===== src/ppwm_pkg.sv =====
// Package for the prescaled modulation output block
// Assumes a single 20 MHz clock domain and a plain register port
package ppwm_pkg;

    // Register offsets
    localparam logic [7:0] ADDR_COMPARE = 8'h8E;
    localparam logic [7:0] ADDR_PRESCALE = 8'h8F;
    localparam logic [7:0] ADDR_ENABLE = 8'hFE;
    localparam logic [7:0] ADDR_IRQ_STATUS = 8'hF0;
    localparam logic [7:0] ADDR_IRQ_MASK = 8'hF1;
    localparam logic [7:0] ADDR_COUNT = 8'hF2;

    // Field positions
    localparam int ENABLE_BIT = 0;
    localparam int IRQ_OVF_BIT = 0;

    // Reset values
    localparam logic [7:0] RST_COMPARE = 8'h00;
    localparam logic [7:0] RST_PRESCALE = 8'h00;
    localparam logic [7:0] RST_ENABLE = 8'h00;
    localparam logic [7:0] RST_MASK = 8'h00;

    // Counter limits
    localparam logic [7:0] CNT_TOP = 8'hFE;
    localparam logic [7:0] CMP_ALWAYS_LOW = 8'hFF;

    // Core clock steps once per two oscillator periods
    localparam logic DIV2_RST = 1'b0;

endpackage : ppwm_pkg


===== src/ppwm_top.sv =====
// Prescaled single channel pulse width modulation output
// Assumes one clock, synchronous reset and a one-cycle register port
//
// Implementation choice: the address-and-strobe port.
`timescale 1ns/1ps

module ppwm_top (
    // Clock and reset
    input wire logic clk,
    input wire logic rst,
    input wire logic clk_en,
    // Register port
    input wire logic [7:0] reg_addr,
    input wire logic [7:0] reg_wdata,
    input wire logic reg_wr,
    input wire logic reg_rd,
    output logic [7:0] reg_rdata,
    // Low power state
    input wire logic idle_mode,
    input wire logic power_down,
    // Shared pin
    input wire logic shared_output_pin_in,
    output logic shared_output_pin_out,
    output logic shared_output_pin_oe,
    // General port bit latch
    input wire logic port_latch,
    output logic port_pin_value,
    // Interrupt
    output logic irq
);

    ////////////////////////////////////////////////////////////////////////////
    // State

    typedef struct packed {
        logic [7:0] compare;
        logic [7:0] prescale;
        logic [7:0] enable;
        logic [7:0] mask;
        logic irq_stat;
        logic div2;
        logic [7:0] pre_cnt;
        logic [7:0] count;
        logic pwm_out;
        logic [7:0] rdata;
        logic [2:0] pin_sync;
        logic pin_val;
    } ppwm_state_t;

    ppwm_state_t st_r;
    ppwm_state_t st_nxt;

    logic tick;
    logic step;
    logic wrap;
    logic pwm_eff;

    ////////////////////////////////////////////////////////////////////////////
    // Next state

    always_comb begin
        st_nxt = st_r;
        // Oscillator divide-by-two, then private prescaler
        tick = st_r.div2 && (st_r.pre_cnt == st_r.prescale);
        step = tick && !idle_mode && !power_down;
        wrap = step && (st_r.count == ppwm_pkg::CNT_TOP);
        if (!idle_mode && !power_down) begin
            st_nxt.div2 = !st_r.div2;
            if (st_r.div2) begin
                st_nxt.pre_cnt = tick ? 8'h00 : st_r.pre_cnt + 8'h01;
            end
        end
        if (step) begin
            st_nxt.count = wrap ? 8'h00 : st_r.count + 8'h01;
            // Zero wins over match so compare 255 never sets, 0 always sets
            if (wrap) begin
                st_nxt.pwm_out = (st_r.compare == 8'h00);
            end else if (st_r.count + 8'h01 == st_r.compare) begin
                st_nxt.pwm_out = 1'b1;
            end
        end
        // Pin input sampler
        st_nxt.pin_sync = {st_r.pin_sync[1:0], shared_output_pin_in};
        if (st_r.pin_sync[2] == st_r.pin_sync[1]) begin
            st_nxt.pin_val = st_r.pin_sync[2];
        end
        // Register writes
        if (reg_wr) begin
            if (reg_addr == ppwm_pkg::ADDR_COMPARE) begin
                st_nxt.compare = reg_wdata;
            end else if (reg_addr == ppwm_pkg::ADDR_PRESCALE) begin
                st_nxt.prescale = reg_wdata;
            end else if (reg_addr == ppwm_pkg::ADDR_ENABLE) begin
                st_nxt.enable = reg_wdata;
            end else if (reg_addr == ppwm_pkg::ADDR_IRQ_MASK) begin
                st_nxt.mask = reg_wdata;
            end else if (reg_addr == ppwm_pkg::ADDR_IRQ_STATUS) begin
                if (reg_wdata[ppwm_pkg::IRQ_OVF_BIT]) begin
                    st_nxt.irq_stat = 1'b0;
                end
            end
        end
        // Set wins over clear
        if (wrap) begin
            st_nxt.irq_stat = 1'b1;
        end
        // Register reads
        st_nxt.rdata = 8'h00;
        if (reg_rd) begin
            if (reg_addr == ppwm_pkg::ADDR_COMPARE) begin
                st_nxt.rdata = st_r.compare;
            end else if (reg_addr == ppwm_pkg::ADDR_PRESCALE) begin
                st_nxt.rdata = st_r.prescale;
            end else if (reg_addr == ppwm_pkg::ADDR_ENABLE) begin
                st_nxt.rdata = st_r.enable;
            end else if (reg_addr == ppwm_pkg::ADDR_IRQ_MASK) begin
                st_nxt.rdata = st_r.mask;
            end else if (reg_addr == ppwm_pkg::ADDR_IRQ_STATUS) begin
                st_nxt.rdata = {7'h00, st_r.irq_stat};
            end else if (reg_addr == ppwm_pkg::ADDR_COUNT) begin
                st_nxt.rdata = st_r.count;
            end
        end
    end

    ////////////////////////////////////////////////////////////////////////////
    // Registers

    always_ff @(posedge clk) begin
        if (rst) begin
            st_r <= '0;
            st_r.compare <= ppwm_pkg::RST_COMPARE;
            st_r.prescale <= ppwm_pkg::RST_PRESCALE;
            st_r.enable <= ppwm_pkg::RST_ENABLE;
            st_r.mask <= ppwm_pkg::RST_MASK;
            st_r.div2 <= ppwm_pkg::DIV2_RST;
        end else if (clk_en) begin
            st_r <= st_nxt;
        end
    end

    ////////////////////////////////////////////////////////////////////////////
    // Outputs

    assign pwm_eff = st_r.pwm_out || idle_mode || power_down;
    always_comb begin
        if (st_r.enable[ppwm_pkg::ENABLE_BIT]) begin
            shared_output_pin_out = pwm_eff;
            shared_output_pin_oe = 1'b1;
        end else begin
            // Quasi-bidirectional port: drive low only, pull-up outside
            shared_output_pin_out = 1'b0;
            shared_output_pin_oe = !port_latch;
        end
    end
    assign port_pin_value = st_r.pin_val;
    assign reg_rdata = st_r.rdata;
    assign irq = st_r.irq_stat && st_r.mask[ppwm_pkg::IRQ_OVF_BIT];

endmodule : ppwm_top


===== config.mk =====
export PLATFORM = sky130hd
export DESIGN_NAME = ppwm_top
export DESIGN_NICKNAME = d
export VERILOG_FILES = /design/src/ppwm_pkg.sv /design/src/ppwm_top.sv
export SDC_FILE = /design/constraint.sdc
export NUM_CORES = 1
export LEC_CHECK = 0
export BUFFER_PORTS_ARGS = -buffer_cell sky130_fd_sc_hd__clkbuf_2
export CAP_MARGIN = 20
export CORE_UTILIZATION = 53
export CTS_BUF_LIST = sky130_fd_sc_hd__clkbuf_16
export DETAILED_ROUTE_END_ITERATION = 16
export PLACE_DENSITY = 0.8
export SYNTH_ARGS = -nofsm -noshare
export SYNTH_HDL_FRONTEND = slang
export SYNTH_SLANG_ARGS = --single-unit

===== constraint.sdc =====
create_clock -name clk -period 1.9 [get_ports clk]
set_input_delay 0.38 -clock clk [delete_from_list [all_inputs] [get_ports clk]]
set_output_delay 0.38 -clock clk [all_outputs]
set_load 0.01 [all_outputs]

==> results.sh <==
export IMPL_final_setup_worst_slack_ps=78.90
export IMPL_required_ps=2160
export IMPL_setup_viol=0
export IMPL_finalHoldViolCount=0
export IMPL_overflow=0
export IMPL_avgSynthCellArea_um2=8.748
export IMPL_synth_nets=402
export IMPL_p_leak_nw=1.600
export IMPL_cts_made_buffers=9
export IMPL_fmaxAchievable_mhz=549.1
export IMPL_slew_viol_final=0
export IMPL_whs_path_depth=3
export IMPL_crit_family="simple AND/OR/NAND/NOR gates"
export IMPL_synth_top_area_cell="dfxtp_1"
export IMPL_ys_types=56
export IMPL_nFillCells=478
export IMPL_yosys_warnings=0
export IMPL_cap_violations=0
export IMPL_ys_flop_type="dfxtp_1"
export IMPL_synthesis_area_um2=3272
export IMPL_cts_sinks=63
export IMPL_drt_wl_total_um=8708
export IMPL_layout_cells_non_filler=509
export IMPL_io_buffers=36
export IMPL_async_flop_share=0
export IMPL_whs_endpoint="st_nxt[2]$_SDFFE_PP0P_"
export IMPL_clkPwrFrac=0.489
export IMPL_cts_resized=0
export IMPL_final_common_cell="dfxtp_1"
export IMPL_crit_arrival_ps=2080
export IMPL_place_congestion=0.9333
export IMPL_netlist_top_cells_area="dfxtp_1 39%, mux2i_1 12%, nor2_1 6.2%"
export IMPL_cts_setup_buffers=0
export IMPL_hold_start="shared_output_pin_in"
export IMPL_max_slew_worst_pin_slew_ps=604.6
export IMPL_powerDensity_nw_per_um2=739.2
export IMPL_core_rowCount=28
export IMPL_grt_pass1_vias=2863
export IMPL_p_sw_frac=0.2317
export IMPL_cp_cell_sequence="xor2_1 > nor4_2 > nand4_2 > buf_6 > or3_1 > a21oi_1"
export IMPL_seq_area_frac_synth=0.3855
export IMPL_regToRegEndpoint="st_r[16]$_SDFFE_PP0P_"
export IMPL_worstRegToRegCells=6
export IMPL_comb_power_share=0.056
export IMPL_final_layout_size_suffix_gt1_frac=0.2350
export IMPL_power_switching_w=0.0006784
export IMPL_synth_edff_count=0
export IMPL_cts_root_buf="clkbuf_16"
export IMPL_antenna_found_initial=0
export IMPL_synth_seq_cells=63
export IMPL_cts_tree="yes"
export IMPL_rrSetupSlack_ps=80
export IMPL_slew_headroom=0.5927
export IMPL_final_cell_mix="61 x dfxtp_1, 54 x nor2_1, 38 x mux2i_1, 36 x clkbuf_2, 35 x buf_4"
export IMPL_drtIter0Drc=276
export IMPL_insertion_delay_ps=330
export IMPL_grt_usage=0.2863
export IMPL_avgViaCountPerCell=6.077
export IMPL_holdBufCountCts=0
export IMPL_synthCells=374
export IMPL_r2r_start="st_r[52]$_SDFFE_PP0P_"
export IMPL_grt_pass1_wl_um=13960
export IMPL_num_nets_final=458
export IMPL_path_buf_inv=1
export IMPL_placed_cells=494
export IMPL_timing_final_crit_share=0.9585
export IMPL_die_area_um2=6492
export IMPL_hold_worst_slack_ps=290.2
export IMPL_drtPass1Iterations=5
export IMPL_ir_worst_vdd_mv=0.7663
export IMPL_core_area_um2=5921
export IMPL_io_pins=37
export IMPL_cp_slowest_cell="nor4_2"
export IMPL_grt_max_degree=38
export IMPL_die_w_um=80.57
export IMPL_critPathMaxStageDelay_ps=390
export IMPL_cts_buffer_depth=2
export IMPL_netlist_area_leader_share=0.3855
export IMPL_status="finished, final reports clean"
export IMPL_areaGrowthSynthToFinish_pct=21.03
export IMPL_place_hpwl_um=6342
export IMPL_drtAntennaViolNets=0
export IMPL_hold_path_class="in -> reg"
export IMPL_drc=0
export IMPL_place_ws_ps=-106.6
export IMPL_crit_path_start_kind="flop"
export IMPL_initial_core_util=0.5526
export IMPL_sequentialPowerShare=0.455
export IMPL_cp_end_kind="flop"
export IMPL_worstSetupPathType="reg -> reg"
export IMPL_critPathMaxFanout=8
export IMPL_intPower_w=0.002249
export IMPL_die_y_um=80.57
export IMPL_cts_max_level=3
export IMPL_period_minus_slack_ps=1821
export IMPL_wl_per_cell_um=17.11
export IMPL_rsz0062_at_grt="yes"
export IMPL_path_clk_slew_ps=50
export IMPL_final_setup_skew_ps=6.967
export IMPL_antenna_cells=0
export IMPL_via_count=3093
==> worst min-delay path, stage by stage <==
cell      delay (ps)
clkbuf_2          80
mux2i_1           50
nor2_1            70
==> layout make-up <==
type,instances,area [um2],area share
Multi-Input combinational cell,280,1859,0.4695
Sequential cell,63,1264,0.3191
Timing Repair Buffer,73,474.2,0.1197
Clock buffer,9,225.2,0.05687
Tap cell,75,93.84,0.02370
Clock inverter,6,32.53,0.008215
Inverter,3,11.26,0.002844
==> routing by layer <==
layer  vias up  wire length [um]  track usage
met4         0               207       0.1036
met2       141              4232       0.4788
met3        24               643      0.07727
li1       1452                 -            -
met1      1476              3625       0.3491
met5         -                 0            0
==> stage by stage <==
| step | TNS, ps | util | total power [W] | area, um2 |
|---|---|---|---|---|
| 6_report | 0 | 0.6689 | 0.002927 | 3960 |
| 5_1_grt | -16.17 | 0.6689 | 0.003019 | 3960 |
| 4_1_cts | 0 | 0.6659 | 0.002936 | 3943 |
| 3_5_place_dp | -723.0 | 0.6224 | 0.001519 | 3685 |
| 3_3_place_gp | -223.3 | 0.6224 | 0.001515 | 3685 |
| 2_1_floorplan | 0 | - | 0.001437 | 3272 |
==> power groups by stage <==
stage	Clock, W	Combinational [W]	Sequential [W]
CTS	0.00144	0.000161	0.00133
detailed placement	0	0.000160	0.00136
global placement	0	0.000156	0.00136
floorplan	0	0.0000784	0.00136
global route	0.00151	0.000178	0.00133
finish	0.00143	0.000164	0.00133
==> synth_stat cells, types with 2 or more instances <==
library cell	instances
a21o_1	2
a21oi_1	20
a221oi_1	2
a22oi_1	14
a2bb2oi_1	2
a311oi_1	2
and2_1	2
and3_1	2
and4_1	2
buf_2	4
buf_4	9
clkbuf_1	13
dfxtp_1	63
ha_1	3
inv_1	3
mux2i_1	38
nand2_1	26
nand2b_1	2
nand3_1	11
nand4_1	7
nor2_1	54
nor2b_1	5
nor3_1	6
nor3_2	2
nor3b_1	2
nor4_2	2
nor4b_1	2
o21ai_0	14
o22ai_1	7
o41ai_1	2
or3_1	5
xnor2_1	6
xor2_1	17
==> cell families (layout without fill, tap and decap cells) <==
kind of cell / after synthesis / after routing / share of synthesized area
compound gates: 74 / 74 / 0.1469
simple gates: 142 / 142 / 0.2287
mux: 38 / 38 / 0.1163
fa+ha+maj: 3 / 3 / 0.01147
buf+inv: 31 / 91 / 0.04971
flops: 63 / 63 / 0.3855
xor+xnor: 23 / 23 / 0.06157
==> flip-flops by register name (all words and copies together), names as in the netlist <==
signal / cells
st_nxt: 2
port_pin_value: 1
reg_rdata: 8
st_r: 52
==> worst max-delay path by stage <==
stage	start	endpoint	slack [ps]	cells past startpoint
2_1_floorplan	reg_addr[0]	st_r[47]$_SDFFE_PP0P_	90	6
3_3_place_gp	reg_addr[5]	st_r[57]$_SDFFE_PP0P_	-40	6
5_1_grt	st_r[52]$_SDFFE_PP0P_	st_r[16]$_SDFFE_PP0P_	-20	6
4_1_cts	st_r[51]$_SDFFE_PP0P_	st_r[17]$_SDFFE_PP0P_	60	5
6_report	st_r[52]$_SDFFE_PP0P_	st_r[16]$_SDFFE_PP0P_	80	6
3_5_place_dp	reg_addr[5]	st_r[55]$_SDFFE_PP0P_	-110	6
(Power assumes the default switching activity.)
